--- config.mk ---
export PLATFORM = sky130hd
export DESIGN_NAME = bert_receive_monitor
export DESIGN_NICKNAME = d
export VERILOG_FILES = /design/src/rtl/bert_rx_pkg.sv /design/src/rtl/bert_receive_monitor.sv
export SDC_FILE = /design/constraint.sdc
export NUM_CORES = 1
export LEC_CHECK = 0
export BUFFER_PORTS_ARGS = -buffer_cell sky130_fd_sc_hd__buf_2
export CAP_MARGIN = 20
export CORE_MARGIN = 2
export CORE_UTILIZATION = 25
export CTS_CLUSTER_SIZE = 28
export DETAILED_ROUTE_END_ITERATION = 10
export PLACE_DENSITY = 0.47
export REMOVE_ABC_BUFFERS = 1
export SLEW_MARGIN = 20
export SYNTH_ARGS = -nofsm -noshare
export SYNTH_HDL_FRONTEND = slang
export SYNTH_SLANG_ARGS = --single-unit
--- constraint.sdc ---
create_clock -name hclk -period 5.55 [get_ports hclk]
set_clock_uncertainty 0.05 [all_clocks]
set_input_delay 0.555 -clock hclk [delete_from_list [all_inputs] [get_ports hclk]]
set_output_delay 0.555 -clock hclk [all_outputs]
set_load 0.005 [all_outputs]
--- src/rtl/bert_rx_pkg.sv ---
// constants and types for the receive bit error rate monitor
package bert_rx_pkg;

  // ==========================================================
  // widths
  localparam int BC_W  = 32;
  localparam int EC_W  = 24;
  localparam int REG_W = 16;

  // ==========================================================
  // register byte offsets (low 12 address bits)
  localparam logic [11:0] CTRL_OFS = 12'h500;
  localparam logic [11:0] BC0_OFS  = 12'h510;
  localparam logic [11:0] BC1_OFS  = 12'h514;
  localparam logic [11:0] EC0_OFS  = 12'h518;
  localparam logic [11:0] EC1_OFS  = 12'h51C;

  // ==========================================================
  // monitor_control fields
  localparam int CTL_LATCH   = 0;
  localparam int CTL_PRBS    = 1;
  localparam int CTL_LEN_LSB = 8;
  localparam int CTL_LEN_W   = 4;
  localparam int CTL_OVF_IE  = 13;
  localparam int CTL_ERR_IE  = 14;
  localparam int CTL_CHG_IE  = 15;
  localparam logic [REG_W-1:0] CTRL_RESET = 16'h0000;

  // ==========================================================
  // error_count_low_and_status fields
  localparam int ST_SYNC   = 0;
  localparam int ST_EC_OVF = 1;
  localparam int ST_BC_OVF = 2;
  localparam int ST_ERR    = 3;
  localparam int ST_LOST   = 4;
  localparam int ST_ZEROS  = 5;
  localparam int ST_ONES   = 6;
  localparam int ST_CHG    = 7;
  localparam int ST_EC_LSB = 8;

  // ==========================================================
  // synchroniser figures
  localparam logic [5:0] SYNC_MATCH  = 6'h20;
  localparam int         LOSS_WIN    = 64;
  localparam logic [6:0] LOSS_ERRS   = 7'h06;
  localparam logic [4:0] RUN_LEN     = 5'h1F;
  localparam logic [4:0] REP_IDX_MIN = 5'h10;
  localparam int         PRBS_TAP_A  = 13;
  localparam int         PRBS_TAP_B  = 14;
  localparam logic [BC_W-1:0] BC_MAX = 32'hFFFFFFFF;
  localparam logic [EC_W-1:0] EC_MAX = 24'hFFFFFF;

  // ==========================================================
  // types
  typedef enum logic {
    SYNC_HUNT = 1'b0,
    SYNC_LOCK = 1'b1
  } sync_state_t;

  typedef struct packed {
    logic [11:0] addr;
    logic        write;
    logic        valid;
  } ahb_req_t;

  typedef struct packed {
    logic chg;
    logic ones;
    logic zeros;
    logic lost;
    logic err;
    logic bc_full;
    logic ec_full;
  } flags_t;

endpackage

--- src/rtl/bert_receive_monitor.sv ---
// receive bit error rate monitor with ahb-lite register slave
//
// Register access over AHB-Lite was chosen for this implementation.
`timescale 1ns/1ps

// Notes on behaviour
// - received-bit counter, 32 bits, advances once per received bit.
// - both counters keep counting while the monitor hunts for lock.
// - rising edge of count latch bit copies both counters to registers.
// - received-bit counter saturates at maximum and sets its overflow flag.
// - 24-bit errored-bit counter advances on every mismatching received bit.
// - errored-bit counter saturates at maximum and sets its overflow flag.
// - lock indicator rises after 32 consecutive matching bit positions.
// - lock indicator drops on 6 or more errors within 64 bits.
// - error overflow flag latches, clears on read, stays clear until next.
// - bit overflow flag latches, clears on read, stays clear until next.
// - bit error flag latches only while locked; read clears it.
// - lock lost flag latches on start of hunting; held until read.
// - all zeros flag latches after 31 zeros; clearable after a one.
// - all ones flag latches after 31 ones; clearable after a zero.
// - error count low byte in status bits 15:8, upper 16 elsewhere.
// - counter overflow interrupts only with overflow enable bit set.
// - bit error interrupts only with bit error enable bit set.
// - lock change interrupts only with lock change enable bit set.
module bert_receive_monitor (
  // clock and reset
  input  wire logic                      hclk,
  input  wire logic                      hresetn,
  // ahb-lite slave
  input  wire logic                      hsel,
  input  wire logic [31:0]               haddr,
  input  wire logic [1:0]                htrans,
  input  wire logic                      hwrite,
  input  wire logic [2:0]                hsize,
  input  wire logic [31:0]               hwdata,
  input  wire logic                      hready,
  output logic                           hreadyout,
  output logic                           hresp,
  output logic [31:0]                    hrdata,
  // monitored serial stream
  input  wire logic                      rx_clk,
  input  wire logic                      rx_data,
  // status
  output logic                           lock,
  output logic                           irq
);
  import bert_rx_pkg::*;

  // ==========================================================
  // address decode helper
  function automatic logic hit(input logic [11:0] a,
                               input logic [11:0] ofs);
    hit = (a == ofs);
  endfunction

  // ==========================================================
  // link input synchronisers and bit strobe
  logic [2:0] clk_sync_r;
  logic [1:0] dat_sync_r;
  logic       bit_stb;
  logic       bit_val;

  always_ff @(posedge hclk or negedge hresetn) begin
    if (!hresetn) begin
      clk_sync_r <= 3'h0;
      dat_sync_r <= 2'h0;
    end else begin
      clk_sync_r <= {clk_sync_r[1:0], rx_clk};
      dat_sync_r <= {dat_sync_r[0], rx_data};
    end
  end

  // rising edge of the link clock marks one received bit
  assign bit_stb = clk_sync_r[1] & ~clk_sync_r[2];
  assign bit_val = dat_sync_r[1];
  // the link clock must stay high and low for more than one bus
  // clock each, or bits are missed

  // ==========================================================
  // bus slave: address phase capture
  ahb_req_t         req_r;
  logic [REG_W-1:0] ctrl_r;
  logic             accept;
  logic             rd_stat;

  assign accept    = hsel & hready & htrans[1];
  assign rd_stat   = accept & ~hwrite & hit(haddr[11:0], EC0_OFS);
  assign hreadyout = 1'b1;
  assign hresp     = 1'b0;
  // zero wait states: a control read whose address phase is the write's
  // data phase still returns the old value

  always_ff @(posedge hclk or negedge hresetn) begin
    if (!hresetn) begin
      req_r <= '0;
    end else begin
      req_r.addr  <= haddr[11:0];
      req_r.write <= hwrite;
      req_r.valid <= accept;
    end
  end

  // control register written in the data phase
  always_ff @(posedge hclk or negedge hresetn) begin
    if (!hresetn) begin
      ctrl_r <= CTRL_RESET;
    end else if (req_r.valid && req_r.write && hit(req_r.addr, CTRL_OFS)) begin
      ctrl_r <= hwdata[REG_W-1:0];
    end
  end

  // ==========================================================
  // pattern reference and compare
  logic [BC_W-1:0] hist_r;
  logic [4:0]      rep_idx;
  logic            expect_bit;
  logic            bit_err;

  assign rep_idx = REP_IDX_MIN
                 + {1'b0, ctrl_r[CTL_LEN_LSB +: CTL_LEN_W]};
  // self-synchronising reference: prbs taps or the bit one period back
  assign expect_bit = ctrl_r[CTL_PRBS]
                    ? (hist_r[PRBS_TAP_A] ^ hist_r[PRBS_TAP_B])
                    : hist_r[rep_idx];
  assign bit_err = bit_stb & (bit_val != expect_bit);

  always_ff @(posedge hclk or negedge hresetn) begin
    if (!hresetn) begin
      hist_r <= '0;
    end else if (bit_stb) begin
      hist_r <= {hist_r[BC_W-2:0], bit_val};
    end
  end

  // ==========================================================
  // synchroniser state
  sync_state_t         state_r;
  sync_state_t         state_nxt;
  logic [5:0]          match_r;
  logic [5:0]          match_nxt;
  logic [LOSS_WIN-1:0] win_r;
  logic [6:0]          win_cnt_r;
  logic [6:0]          win_cnt_nxt;
  logic                go_lock;
  logic                go_hunt;

  always_comb begin
    match_nxt   = match_r;
    win_cnt_nxt = win_cnt_r;
    state_nxt   = state_r;
    if (bit_stb) begin
      unique case (state_r)
        SYNC_HUNT: begin
          match_nxt = bit_err ? 6'h00 : match_r + 6'h01;
          if (match_nxt == SYNC_MATCH) begin
            state_nxt = SYNC_LOCK;
          end
        end
        SYNC_LOCK: begin
          win_cnt_nxt = win_cnt_r + {6'h00, bit_err}
                      - {6'h00, win_r[LOSS_WIN-1]};
          if (win_cnt_nxt >= LOSS_ERRS) begin
            state_nxt = SYNC_HUNT;
          end
        end
      endcase
    end
  end

  assign go_lock = (state_r == SYNC_HUNT) && (state_nxt == SYNC_LOCK);
  assign go_hunt = (state_r == SYNC_LOCK) && (state_nxt == SYNC_HUNT);

  // the loss window only runs while locked and restarts on every
  // change of lock state

  always_ff @(posedge hclk or negedge hresetn) begin
    if (!hresetn) begin
      state_r   <= SYNC_HUNT;
      match_r   <= 6'h00;
      win_r     <= '0;
      win_cnt_r <= 7'h00;
    end else begin
      state_r <= state_nxt;
      if (go_lock || go_hunt) begin
        match_r   <= 6'h00;
        win_r     <= '0;
        win_cnt_r <= 7'h00;
      end else begin
        match_r   <= match_nxt;
        win_cnt_r <= win_cnt_nxt;
        if (bit_stb && state_r == SYNC_LOCK) begin
          win_r <= {win_r[LOSS_WIN-2:0], bit_err};
        end
      end
    end
  end

  assign lock = (state_r == SYNC_LOCK);

  // ==========================================================
  // bit and error counters
  logic [BC_W-1:0] bc_r;
  logic [EC_W-1:0] ec_r;
  logic            bc_ovf;
  logic            ec_ovf;

  // overflow flagged on the step onto the maximum; the counter
  // then stands there until reset
  // counting ignores lock state
  assign bc_ovf = bit_stb && (bc_r == BC_MAX - 32'h1);
  assign ec_ovf = bit_err && (ec_r == EC_MAX - 24'h1);

  always_ff @(posedge hclk or negedge hresetn) begin
    if (!hresetn) begin
      bc_r <= '0;
    end else if (bit_stb && bc_r != BC_MAX) begin
      bc_r <= bc_r + 32'h1;
    end
  end

  always_ff @(posedge hclk or negedge hresetn) begin
    if (!hresetn) begin
      ec_r <= '0;
    end else if (bit_err && ec_r != EC_MAX) begin
      ec_r <= ec_r + 24'h1;
    end
  end

  // ==========================================================
  // count latch
  logic            latch_d_r;
  logic [BC_W-1:0] bc_cap_r;
  logic [EC_W-1:0] ec_cap_r;

  // host reads see the last capture, zero before the first one

  always_ff @(posedge hclk or negedge hresetn) begin
    if (!hresetn) begin
      latch_d_r <= 1'b0;
      bc_cap_r  <= '0;
      ec_cap_r  <= '0;
    end else begin
      latch_d_r <= ctrl_r[CTL_LATCH];
      if (ctrl_r[CTL_LATCH] && !latch_d_r) begin
        bc_cap_r <= bc_r;
        ec_cap_r <= ec_r;
      end
    end
  end

  // ==========================================================
  // run detectors for all zeros and all ones
  logic [4:0] zrun_r;
  logic [4:0] orun_r;
  logic       zrun_hit;
  logic       orun_hit;
  logic       z_ok_r;
  logic       o_ok_r;

  assign zrun_hit = bit_stb & ~bit_val & (zrun_r == RUN_LEN - 5'h1);
  assign orun_hit = bit_stb & bit_val & (orun_r == RUN_LEN - 5'h1);

  always_ff @(posedge hclk or negedge hresetn) begin
    if (!hresetn) begin
      zrun_r <= 5'h00;
      orun_r <= 5'h00;
    end else if (bit_stb) begin
      zrun_r <= bit_val ? 5'h00
              : (zrun_r == RUN_LEN) ? RUN_LEN : zrun_r + 5'h01;
      orun_r <= !bit_val ? 5'h00
              : (orun_r == RUN_LEN) ? RUN_LEN : orun_r + 5'h01;
    end
  end

  // clearing is allowed only after the opposite bit arrives
  always_ff @(posedge hclk or negedge hresetn) begin
    if (!hresetn) begin
      z_ok_r <= 1'b0;
      o_ok_r <= 1'b0;
    end else begin
      if (zrun_hit) begin
        z_ok_r <= 1'b0;
      end else if (bit_stb && bit_val) begin
        z_ok_r <= 1'b1;
      end
      if (orun_hit) begin
        o_ok_r <= 1'b0;
      end else if (bit_stb && !bit_val) begin
        o_ok_r <= 1'b1;
      end
    end
  end

  // ==========================================================
  // latched flags, cleared by reading the status register
  flags_t flags_r;

  always_ff @(posedge hclk or negedge hresetn) begin
    if (!hresetn) begin
      flags_r <= '0;
    end else begin
      // set takes priority over the read clear
      flags_r.ec_full <= ec_ovf | (flags_r.ec_full & ~rd_stat);
      flags_r.bc_full <= bc_ovf | (flags_r.bc_full & ~rd_stat);
      flags_r.err     <= (bit_err & lock)
                       | (flags_r.err & ~rd_stat);
      flags_r.lost    <= go_hunt | (flags_r.lost & ~rd_stat);
      flags_r.zeros   <= zrun_hit
                       | (flags_r.zeros & ~(rd_stat & z_ok_r));
      flags_r.ones    <= orun_hit
                       | (flags_r.ones & ~(rd_stat & o_ok_r));
      flags_r.chg     <= go_lock | go_hunt
                       | (flags_r.chg & ~rd_stat);
    end
  end

  // ==========================================================
  // interrupt
  logic irq_r;

  // registered: irq trails its flag or enable by one clock

  always_ff @(posedge hclk or negedge hresetn) begin
    if (!hresetn) begin
      irq_r <= 1'b0;
    end else begin
      irq_r <= ((flags_r.ec_full | flags_r.bc_full)
                & ctrl_r[CTL_OVF_IE])
             | (flags_r.err & ctrl_r[CTL_ERR_IE])
             | (flags_r.chg & ctrl_r[CTL_CHG_IE]);
    end
  end

  assign irq = irq_r;

  // ==========================================================
  // read data, registered at the address phase
  logic [REG_W-1:0] stat_word;
  logic [REG_W-1:0] rd_val;

  always_comb begin
    stat_word = '0;
    stat_word[ST_SYNC]   = lock;
    stat_word[ST_EC_OVF] = flags_r.ec_full;
    stat_word[ST_BC_OVF] = flags_r.bc_full;
    stat_word[ST_ERR]    = flags_r.err;
    stat_word[ST_LOST]   = flags_r.lost;
    stat_word[ST_ZEROS]  = flags_r.zeros;
    stat_word[ST_ONES]   = flags_r.ones;
    stat_word[ST_CHG]    = flags_r.chg;
    stat_word[ST_EC_LSB +: 8] = ec_cap_r[7:0];
  end

  always_comb begin
    rd_val = '0;
    if (hit(haddr[11:0], CTRL_OFS)) begin
      rd_val = ctrl_r;
    end else if (hit(haddr[11:0], BC0_OFS)) begin
      rd_val = bc_cap_r[15:0];
    end else if (hit(haddr[11:0], BC1_OFS)) begin
      rd_val = bc_cap_r[31:16];
    end else if (hit(haddr[11:0], EC0_OFS)) begin
      rd_val = stat_word;
    end else if (hit(haddr[11:0], EC1_OFS)) begin
      rd_val = ec_cap_r[23:8];
    end
  end

  always_ff @(posedge hclk or negedge hresetn) begin
    if (!hresetn) begin
      hrdata <= 32'h00000000;
    end else if (accept && !hwrite) begin
      hrdata <= {16'h0000, rd_val};
    end
  end

endmodule // bert_receive_monitor

### Word level (Yosys, flattened, before mapping)

Cells that the tools add are included.
W data, S select, Z words.

* register bits after elaboration: 294
* bits of input ports: 76
* output and inout bits: 36

* add/sub/neg operators: 8
* magnitude comparators: 2
* equal/unequal tests: 17
* mux-type cells: 29
* bitwise logic cells: 43
* reductions and logical operators: 24

Operator list (count)
* $mux W64: 2
* $mux W16: 5
* $eq A12 B11 Y1 const B: 6
* $add A32 B1 Y32 const B: 1
* $eq A32 B32 Y1 const B: 1
* $ne A32 B32 Y1 const B: 1
* $add A24 B1 Y24 const B: 1
* $eq A24 B24 Y1 const B: 1
* $mux W6: 4
* $ne A24 B24 Y1 const B: 1
* $and A1 B1 Y1: 23
* $mux W7: 3
* $eq A5 B5 Y1 const B: 4
* $mux W5: 4
* $logic_and A1 B1 Y1: 13
* $or A1 B1 Y1: 11
* $add A5 B1 Y5 const B: 2
* $reduce_bool A2 Y1: 5
* $mux W1: 9
* $not A1 Y1: 8
* $add A7 B1 Y7: 1
* $ge A7 B3 Y1 const B: 1
* $sub A7 B1 Y7: 1
* $add A6 B1 Y6 const B: 1
* 11 further kinds: 14

### Depth between registers and ports, before layout

Gate-level depths: netlist of run 1.

* depth in word-level cells: 17
* mapped depth: 23
* gate-level depth less buffers: 20

### Worst setup path before layout of run 1

OpenSTA, ideal clock, no wires.

* kind: flip-flop to flip-flop
* start point: reg ctrl_r[10]
* end point: reg win_r[10]
* setup time: 79 ps
* arrival: 4604 ps
* required time: 5421 ps
* setup slack: 816 ps
* stages on the path, launching flop included: 24
* buffers on the path: 4
* clock period less this slack: 4734 ps
* path through: dfrtp_1 buf_4 mux2i_1 mux4_2 xor2_1 o31ai_4 o21ai_2 buf_6 inv_1 ha_1 inv_1 fa_1 nor2b_1 o31a_1 a31o_2 or3_1 nor2_1 o22a_1 inv_1 ha_1 clkbuf_1 clkbuf_1 nand2_1 mux2i_1

* longest elaborated chain between the ends: 16

RTL lines
* start, declared: RTL line bert_receive_monitor.sv:82 `logic [REG_W-1:0] ctrl_r;`
* start signal, assigned: RTL line bert_receive_monitor.sv:108 `ctrl_r <= hwdata[REG_W-1:0];`
* $add A5 B4 Y5 *: RTL line bert_receive_monitor.sv:120 `+ {1'b0, ctrl_r[CTL_LEN_LSB +: CTL_LEN_W]};`
* $bmux W1 S5 *: RTL line bert_receive_monitor.sv:124 `: hist_r[rep_idx];`
* $mux W1 (implied by the code) *: RTL line bert_receive_monitor.sv:124
* $mux W1 *: RTL line bert_receive_monitor.sv:123 `? (hist_r[PRBS_TAP_A] ^ hist_r[PRBS_TAP_B])`
* $ne A1 B1 Y1 *: RTL line bert_receive_monitor.sv:125 `assign bit_err = bit_stb & (bit_val != expect_bit);`
* $and A1 B1 Y1 *: RTL line bert_receive_monitor.sv:125
* $add A7 B1 Y7: RTL line bert_receive_monitor.sv:160 `win_cnt_nxt = win_cnt_r + {6'h00, bit_err}`
* $sub A7 B1 Y7: RTL line bert_receive_monitor.sv:161 `- {6'h00, win_r[LOSS_WIN-1]};`
* $ge A7 B3 Y1: RTL line bert_receive_monitor.sv:162 `if (win_cnt_nxt >= LOSS_ERRS) begin`
* $mux W1: RTL line bert_receive_monitor.sv:162
* $pmux W1 S2 *: RTL line bert_receive_monitor.sv:152 `unique case (state_r)`
* $mux W1 *: RTL line bert_receive_monitor.sv:151 `if (bit_stb) begin`
* named net state_nxt: RTL line bert_receive_monitor.sv:138 `sync_state_t state_nxt;`
* $not A1 Y1: RTL line bert_receive_monitor.sv:171 `assign go_hunt = (state_r == SYNC_LOCK) && (state_nxt == SYNC_HUNT);`
* $logic_and A1 B1 Y1: RTL line bert_receive_monitor.sv:171
* $logic_or A1 B1 Y1 *: RTL line bert_receive_monitor.sv:184 `if (go_lock || go_hunt) begin`
* $mux W64 / $reduce_bool A2 Y1 (equally long branches)
* end signal, assigned: RTL line bert_receive_monitor.sv:192 `win_r <= {win_r[LOSS_WIN-2:0], bit_err};`
* end, declared: RTL line bert_receive_monitor.sv:141 `logic [LOSS_WIN-1:0] win_r;`

The timed path passes the listed nets; every way through them passes the cells marked *. The select of a mux whose other input is x is not followed.
A chain may end at the register's enable or synchronous reset.

### Final worst setup path of run 1

* start point: reg ctrl_r[10]
* end point: reg win_r[15]

Same word-level chain as after synthesis.

==> metrics, run 1 <==
CP endpoint kind=flop; fill cell count=5535; mapped cell area=13500 µm²; Overflow after GRT=0; die area=55800 µm²; Max-Cap Viols=0; Worst slew margin=35.4%; Routed Antenna Nets=0; PortBufs=53; post-route setup TNS=0 ns; RSZ-0062 raised after global routing=no; 1st-pass router iterations=5; post-synthesis register bit count=294; CP dominant cell by count=inv_1; nature of the critical path startpoint=flop; DRT Wirelength=29500 µm; via/cell ratio=4.39; Initial Utilization=25.2%; post-CTS setup buffers=0; Synth-to-Final Area Change=15.7%; clk buf depth=3; area of the multi-input gates=5420 µm²; final hold violation count=0; synthesized area per cell=11.0 µm²; H-tree depth=2; first-pass GRT wire length=48700 µm; FMAX=198 MHz; clock-pin slew on the worst setup and hold paths=0.06 ns; largest family of logic cells by synthesized area=multiplexers; fraction of layout cells with a size suffix above 1=17.6%; Cell variety after synth=62; Post-synth EDFFs=0; Data arrival, critical path=5.45 ns; dominant synthesized flop cell=dfrtp_1; Setup violations, final=0; CP Class=flop to flop; CP peak stage delay=0.52 ns; sequential cell area=7360 µm²; Synth Area in Adders=1.73%; Cell Rows=85; fin. max-slew vios=0; cell-by-cell trace of the critical path=mux2i_1 -> mux4_2 -> xor2_1 -> o31ai_4 -> o21ai_2 -> inv_1 -> ha_1 -> inv_1 -> fa_1 -> nor2b_1 -> o31a_1 -> o32ai_1 -> or3_1 -> nor2_1 -> o22a_1 -> inv_1 -> ha_2 -> buf_4 -> nand2_1 -> mux2i_1; Wirelength per Cell=14.8 µm; fin util=29.1%; cell count after synthesis=1222; maximum number of pins on one net before global-route repair=173; remaining routing DRC violations=0; share of the clock period used by the worst path=91.1%; Clock Sinks=294; Die W=236 µm; Ant. Diodes=0; post-synthesis sequential area ratio=54.6%; CP Max Fanout=23; vias in the first global route=8718; Synth warnings=0; die height=236 µm; Simple-Gate Fraction of Synth Area=13.6%; outcome=completed; GPL Wtd Cong=0.727; Power Dens Cells=323 nW/µm²; Detailed Place HPWL=19100 µm; CTS tree=yes; worst skew pair latency=0.53 ns; CTS root buffer=clkbuf_16; minimum clock period=5.06 ns; Layout Nets=1362; drt initial violations=431; core area=53500 µm²; Worst Max-Slew Pin Slew=0.970 ns; via count=8732; Worst VDD drop=0.187 mV; Synth Area in Compound Gates=6.12%; total global-route track usage=10.7%; initial antenna violation count=1; I/O Pins=112; multiplexer area fraction after synthesis=14.3%; Hold Crit Class=input port to flop; Async SR Flop Fraction=100%; Worst EP required=5.94 ns; cts bufs inserted=35; Critical Path Slowest Stage Cell=ha_2; Leakage=7.49 nW; post-synthesis xor/xnor area fraction=3.77%
[cell families after synthesis]
family | count (synthesis)
flip-flops | 294
buffers and inverters | 170
other | 2
AND/OR/NAND/NOR | 396
adder cells (fa/ha/maj) | 18
multiplexers | 162
AO/OA/AOI/OAI | 122
XOR/XNOR | 58
[per-layer routing]
| layer | track usage [%] | vias to the layer above | part of all wire [%] |
|---|---|---|---|
| met3 | 2.26 | 49 | 4.1 |
| li1 | - | 4218 | - |
| met1 | 15.1 | 4340 | 50 |
| met2 | 16.6 | 125 | 44 |
| met5 | 0 | - | 0 |
| met4 | 3.15 | 0 | 2.0 |
[layout by cell type, fill, tap and decap left out, types with 5 or more instances in the layout]
master,instances
a21oi_1,15
buf_2,52
clkinv_2,6
ha_1,16
clkbuf_16,37
nor4_1,15
clkbuf_8,6
inv_1,92
nand4_1,20
a32oi_1,16
nand3_1,33
xnor2_1,29
mux2_2,67
nor2_1,23
clkbuf_1,7
buf_4,12
xor2_1,29
conb_1,18
mux2i_1,76
nor3_1,18
nor2b_1,5
and3_1,8
o21ai_0,46
nand2b_1,6
dfrtp_1,293
nand2_1,235
mux4_2,17
and4_1,5
[path summary, 6_finish.rpt]
path                                          from                      end  slack, ns  cells past startpoint
min in group asynchronous                  hresetn    win_r[18]$_DFFE_PN0P_       0.48                      2
max in group asynchronous                  hresetn   ctrl_r[10]$_DFFE_PN0P_       3.63                      3
setup reg to reg            ctrl_r[10]$_DFFE_PN0P_    win_r[15]$_DFFE_PN0P_       0.49                     20
setup / recovery            ctrl_r[10]$_DFFE_PN0P_    win_r[15]$_DFFE_PN0P_       0.49                     20
hold reg to reg            clk_sync_r[0]$_DFF_PN0_  clk_sync_r[1]$_DFF_PN0_       0.30                      0
hold / removal                            haddr[9]      req_r[11]$_DFF_PN0_        0.1                      1
[where the power goes]
part / switching (mW) / leakage (nW) / total [mW] / internal [mW]
Clock: 0.907 / 0.560 / 2.30 / 1.39
Combinational: 0.207 / 2.98 / 0.357 / 0.150
Sequential: 0.119 / 3.95 / 2.38 / 2.26
Total: 1.23 / 7.49 / 5.03 / 3.80
[final cells by class]
| cell class | instances | share of cell area, % |
|---|---|---|
| inverter | 93 | 2.24 |
| clock buffer | 50 | 6.64 |
| timing repair buffer | 70 | 2.79 |
| multi-input combinational | 774 | 34.8 |
| sequential | 294 | 47.2 |
| clock inverter | 11 | 0.723 |
| tap | 696 | 5.59 |
[worst max-delay path: cells and delay by family (launching register included)]
| family | cells | cell delay, ns |
|---|---|---|
| AND/OR/NAND/NOR | 4 | 0.73 |
| adder cells (fa/ha/maj) | 3 | 1.22 |
| multiplexers | 3 | 0.83 |
| flip-flops | 1 | 0.51 |
| buffers and inverters | 4 | 0.61 |
| AO/OA/AOI/OAI | 5 | 0.80 |
| XOR/XNOR | 1 | 0.19 |
[registers in the layout, indices dropped and copies added, names as in the netlist, 5 cells and up]
signal and flops:
win_cnt_r 7, ec_r 24, match_r 6, ec_cap_r 24, req_r 14, zrun_r 5, flags_r 7, hrdata 16
hist_r 32, bc_cap_r 32, win_r 64, bc_r 32, orun_r 5, ctrl_r 16
[metrics by stage]
step | cells | cell area, µm² | setup WS, ns | hold WS [ns] | power, mW
floorplan | 1161 | 13100 | -1.80 | 0.209 | 2.60
global placement | 1924 | 14400 | 0.410 | 0.285 | 2.77
detailed placement | 1925 | 14400 | 0.336 | 0.285 | 2.78
CTS | 1987 | 15600 | 0.310 | 0.0772 | 5.13
global route | 1988 | 15600 | 0.0607 | 0.0768 | 5.27
finish | 1988 | 15600 | 0.492 | 0.0980 | 5.03
[cell usage after synthesis (all sizes together) (4+ instances only)]
master,number,area [µm²]
xor2,29,254
xnor2,29,254
ha,17,213
and3,8,50.1
o2bb2ai,4,35.0
o21ai,47,239
nand3,33,165
a32oi,16,140
buf,39,288
inv,92,345
nor2b,6,37.5
nor3,18,90.1
clkbuf,38,143
nor4,19,146
and4,5,43.8
nand2b,7,43.8
a21oi,16,80.1
mux4,17,383
mux2,69,785
and2,4,25.0
nand4,20,125
mux2i,76,761
nor2,23,86.3
dfrtp,294,7360
nand2,235,882
[repair_timing]
action / 4_1_cts / 5_1_grt
gates resized for setup: 0 / 1
setup endpoints to repair: 0 / 33
hold endpoints to repair: 51 / 0
hold buffers: 1 / 0
No activity file was read; power rests on OpenSTA's default activity.
==> inputs of run 2 (changes only) <==
--- a/config.mk
+++ b/config.mk
@@ -5,7 +5,7 @@
 export SDC_FILE = /design/constraint.sdc
 export NUM_CORES = 1
 export LEC_CHECK = 0
-export BUFFER_PORTS_ARGS = -buffer_cell sky130_fd_sc_hd__buf_2
+export BUFFER_PORTS_ARGS = -buffer_cell sky130_fd_sc_hd__buf_4
 export CAP_MARGIN = 20
 export CORE_MARGIN = 2
 export CORE_UTILIZATION = 25
==> metrics, run 2 (synthesis results as in run 1) <==
outcome=finished with violations; failing checks=hold timing; worst skew pair latency=0.55 ns; initial antenna violation count=2; Max-Cap Viols=0; Leakage=7.47 nW; DRT Wirelength=29700 µm; final hold violation count=1; Detailed Place HPWL=19300 µm; Worst VDD drop=0.184 mV; Wirelength per Cell=15.0 µm; PortBufs=53; Worst slew margin=45.6%; minimum clock period=5.14 ns; Synth-to-Final Area Change=15.7%; Largest register FFs=64; Seq pwr share=49.1%; Comb pwr share=7.4%; clk buf depth=3; cell-internal power=3.62 mW; via/cell ratio=4.39; fill cell count=5523; maximum number of pins on one net before global-route repair=103; Cell Rows=85; most frequent cells in the layout=dfrtp_1 (294), nand2_1 (235), inv_1 (92); fin util=29.1%; Routed Antenna Nets=0; Placed Cells=1924; Layout Nets=1360; CP endpoint kind=flop; Non-Filler Instances=1985; 1st-pass router iterations=6; CTS hold repair buffers=0; CTS root buffer=clkbuf_16; share of the clock period used by the worst path=92.6%; Initial Utilization=25.2%; Clock Sinks=294; Hold Slack=-0.00542 ns; RSZ-0062 raised after global routing=no; total global-route track usage=10.9%; Placed Area=14500 µm²; post-CTS setup buffers=0; H-tree depth=2; FMAX=194 MHz; switching part of the total=25.4%; Final Instance Area=15600 µm²; drt initial violations=452; die area=55800 µm²; Power Dens Cells=311 nW/µm²; Biggest register=win_r; area of the multi-input gates=5420 µm²; nature of the critical path startpoint=flop; Data arrival, critical path=5.57 ns; Overflow after GRT=0; sw power=1.23 mW; via count=8717; first-pass GRT wire length=49000 µm; I/O Pins=112; post-route setup TNS=0 ns; Die W=236 µm; fin. max-slew vios=0; Setup violations, final=0; GPL Wtd Cong=0.739; Worst Max-Slew Pin Slew=0.817 ns; Worst EP required=5.98 ns; cts bufs inserted=34; Hold Crit Class=input port to asynchronous set/reset pin; clock network fraction of design power=43.5%; remaining routing DRC violations=0; core area=53500 µm²; CP Class=flop to flop; sequential cell area=7360 µm²; CTS tree=yes; most common cell after layout, fill and taps aside=dfrtp_1; CP Max Fanout=16; Ant. Diodes=0; clock-pin slew on the worst setup and hold paths=0.06 ns; # resized after CTS=0; vias in the first global route=8831; fraction of layout cells with a size suffix above 1=17.1%; die height=236 µm
[run 2: cell type report]
cell class | instances | share of cell area [%]
sequential | 294 | 47.2
multi-input combinational | 774 | 34.8
clock buffer | 49 | 6.14
tap | 696 | 5.59
timing repair buffer | 69 | 3.58
inverter | 93 | 2.24
clock inverter | 10 | 0.442
[run 2: worst paths after layout]
path / depth (start not counted) / start / slack [ns] / end
worst min register to register: 0 / clk_sync_r[0]$_DFF_PN0_ / 0.30 / clk_sync_r[1]$_DFF_PN0_
worst min-delay path: 1 / hresetn / -0.005 / win_r[17]$_DFFE_PN0P_
max in group asynchronous: 2 / hresetn / 4.16 / match_r[1]$_DFFE_PN0P_
min in group hclk: 1 / haddr[9] / 0.07 / req_r[11]$_DFF_PN0_
worst max-delay path: 21 / ctrl_r[10]$_DFFE_PN0P_ / 0.41 / win_cnt_r[3]$_DFFE_PN0P_
worst max register to register: 21 / ctrl_r[10]$_DFFE_PN0P_ / 0.41 / win_cnt_r[3]$_DFFE_PN0P_
[run 2: routing by layer]
layer / GRT usage (%) / routed length [µm]
met3: 2.17 / 1290
met2: 16.9 / 13300
met4: 3.67 / 631
met1: 15.2 / 14500
met5: 0 / 0
[run 2: stage by stage]
stage	power (mW)	setup slack, ns
2_1_floorplan	2.60	-1.80
4_1_cts	4.96	0.364
6_report	4.85	0.409
5_1_grt	5.10	0.0524
3_5_place_dp	2.79	0.433
3_3_place_gp	2.78	0.460
[run 2: worst max-delay path: stages (launching register included)]
cell and delay (ns):
dfrtp_1 0.62, mux2i_1 0.15, mux4_2 0.50, xor2_1 0.18
o31ai_4 0.29, o21ai_2 0.09, inv_1 0.17, ha_1 0.25
inv_1 0.07, fa_1 0.45, nor2b_1 0.17, o31a_1 0.18
o32ai_1 0.11, or3_1 0.37, nor2_1 0.11, o22a_1 0.14
inv_1 0.05, ha_2 0.44, buf_4 0.26, o21ai_0 0.12
a21oi_1 0.13, mux2_4 0.15
[run 2: power by group through the flow]
stage / logic, mW / registers (mW) / clock network, mW
after CTS: 0.369 / 2.38 / 2.20
after floorplan: 0.228 / 2.38 / 0
final: 0.358 / 2.38 / 2.11
after global placement: 0.364 / 2.42 / 0
after global routing: 0.407 / 2.40 / 2.30
after detailed placement: 0.366 / 2.42 / 0
==> inputs of run 3 (changes only) <==
--- a/config.mk
+++ b/config.mk
@@ -5,6 +5,7 @@
 export SDC_FILE = /design/constraint.sdc
 export NUM_CORES = 1
 export LEC_CHECK = 0
+export ABC_AREA = 1
 export BUFFER_PORTS_ARGS = -buffer_cell sky130_fd_sc_hd__buf_4
 export CAP_MARGIN = 20
 export CORE_MARGIN = 2
==> metrics, run 3 <==
outcome=completed; clk buf depth=3; 1st-pass router iterations=4; Final Instance Area=16300 µm²; most frequent cells in the layout=nand2_1 (536), dfrtp_1 (294), inv_1 (221); Largest register FFs=64; fin. max-slew vios=0; worst skew pair latency=0.55 ns; CP dominant cell by count=nand2_1; final hold violation count=0; post-CTS setup buffers=0; CP endpoint kind=flop; switching part of the total=25.1%; Power Dens Cells=301 nW/µm²; clock-pin slew on the worst setup and hold paths=0.06 ns; Die W=242 µm; Worst Path Buf+Inv=6; H-tree depth=2; Data arrival, critical path=5.07 ns; Comb pwr share=7.2%; via/cell ratio=4.23; Hold Slack=0.0677 ns; CP Class=flop to flop; Synth area leader=dfrtp_1; crit path from=ctrl_r[8]$_DFFE_PN0P_; Ant. Diodes=0; first-pass GRT wire length=56300 µm; initial antenna violation count=0; cell-internal power=3.67 mW; Top delay family on crit path=simple AND/OR/NAND/NOR gates; Worst slew margin=40.8%; dominant synthesized flop cell=dfrtp_1; vias in the first global route=10874; drt initial violations=644; fraction of layout cells with a size suffix above 1=8.56%; GPL Wtd Cong=0.857; Synth-to-Final Area Change=15.6%; Overflow after GRT=0; Seq pwr share=47.6%; Initial Utilization=25.2%; CTS root buffer=clkbuf_16; maximum number of pins on one net before global-route repair=113; CP Max Fanout=67; synthesized area per cell=8.22 µm²; top cells by count, synth=nand2_1 (537), dfrtp_1 (294), inv_1 (221); nature of the critical path startpoint=flop; Worst EP required=5.99 ns; FMAX=216 MHz; post-route setup slack=0.917 ns; Async SR Flop Fraction=100%; Routed Antenna Nets=0; PortBufs=53; Synth warnings=0; Biggest register=win_r; Max-Cap Viols=0; Cell variety after synth=42; total global-route track usage=11.6%; Area contributors post-synth=dfrtp_1 (52%), nand2_1 (14%), inv_1 (5.9%); share of the clock period used by the worst path=83.5%; clock network fraction of design power=45.2%; core area=56100 µm²; Critical Path Slowest Stage Cell=dfrtp_1; worst reg2reg path endpoint=win_r[55]$_DFFE_PN0P_; worst setup path endpoint=win_r[55]$_DFFE_PN0P_; RSZ-0062 raised after global routing=no; Crit path depth=31; minimum clock period=4.63 ns; CP peak stage delay=0.55 ns; via count=10716; Worst VDD drop=0.192 mV; post-synthesis sequential area ratio=52.2%; CTS tree=yes; Wirelength per Cell=13.0 µm; Hold Crit Class=input port to flop; Worst Max-Slew Pin Slew=0.885 ns; remaining routing DRC violations=0; hold_sp=rx_data; I/O Pins=112; R2R Setup Slk=0.92 ns; Setup violations, final=0; sw power=1.23 mW; post-synthesis register bit count=294; die height=242 µm; die area=58300 µm²; most numerous cell in the Yosys netlist=nand2_1; top-area cell type share of the netlist area=52.2%; FF-to-FF Start=ctrl_r[8]$_DFFE_PN0P_; DRT Wirelength=33000 µm; most common cell after layout, fill and taps aside=nand2_1; Clock Sinks=294; Place WS=0.905 ns; Layout Nets=1846; cts bufs inserted=35; Leakage=8.15 nW; mapped cell area=14100 µm²; Post-synth EDFFs=0; Cell Rows=87; Detailed Place HPWL=21700 µm; cell count after synthesis=1716; R2R depth=31; Placed Area=15200 µm²
==> run 3: timing repair <==
| action | CTS | global route |
|---|---|---|
| gates resized for setup | 0 | 0 |
| hold buffers | 1 | 0 |
| endpoints found under the hold margin | 23 | 0 |
==> run 3: final cells by class <==
| cell class | instances | area [µm²] |
|---|---|---|
| fill | 5984 | 39800 |
| sequential | 294 | 7360 |
| multi-input combinational | 1128 | 5510 |
| clock buffer | 49 | 1000 |
| tap | 756 | 946 |
| inverter | 226 | 848 |
| timing repair buffer | 67 | 551 |
| clock inverter | 11 | 97.6 |
==> run 3: worst min path at each step <==
stage                                          to  slack, ns  depth (start not counted)
after global placement    dat_sync_r[1]$_DFF_PN0_       0.29                          0
after detailed placement  dat_sync_r[1]$_DFF_PN0_       0.30                          0
after floorplan           bc_cap_r[0]$_DFFE_PN0P_       0.21                          0
final                     dat_sync_r[0]$_DFF_PN0_       0.07                          1
after CTS                 dat_sync_r[0]$_DFF_PN0_       0.04                          1
after global routing      dat_sync_r[0]$_DFF_PN0_       0.05                          1
==> run 3: kinds of logic (layout without fill, tap and decap cells) <==
kind of cell,after synthesis,count (layout),synth area share [%]
buf+inv,310,353,9.39
other cells,2,18,0.0532
fa+ha+maj,18,18,1.65
mux,18,18,1.44
compound gates,186,186,7.10
flops,294,294,52.2
simple gates,829,829,24.5
xor+xnor,59,59,3.66
==> run 3: layer usage <==
| metal | up-vias | track usage [%] | part of all wire (%) |
|---|---|---|---|
| met5 | - | 0 | 0 |
| met2 | 108 | 18.2 | 45 |
| met4 | 0 | 3.85 | 2.4 |
| li1 | 5449 | - | - |
| met3 | 51 | 2.13 | 3.5 |
| met1 | 5108 | 16.1 | 50 |
==> run 3: stage by stage <==
stage | cells | util [%] | TNS (ns) | power [mW]
5_1_grt | 2531 | 29.1 | 0 | 5.16
3_5_place_dp | 2469 | 27.1 | 0 | 2.74
2_1_floorplan | 1648 | - | -32.49 | 2.57
6_report | 2531 | 29.1 | 0 | 4.90
4_1_cts | 2530 | 29.1 | 0 | 5.00
3_3_place_gp | 2469 | 27.1 | 0 | 2.73
==> run 3: power groups by stage <==
| stage | Sequential, mW | Clock [mW] | Combinational [mW] |
|---|---|---|---|
| 2_1_floorplan | 2.35 | 0 | 0.218 |
| 3_3_place_gp | 2.37 | 0 | 0.355 |
| 3_5_place_dp | 2.37 | 0 | 0.365 |
| 4_1_cts | 2.33 | 2.30 | 0.366 |
| 5_1_grt | 2.35 | 2.39 | 0.415 |
| 6_report | 2.33 | 2.22 | 0.355 |
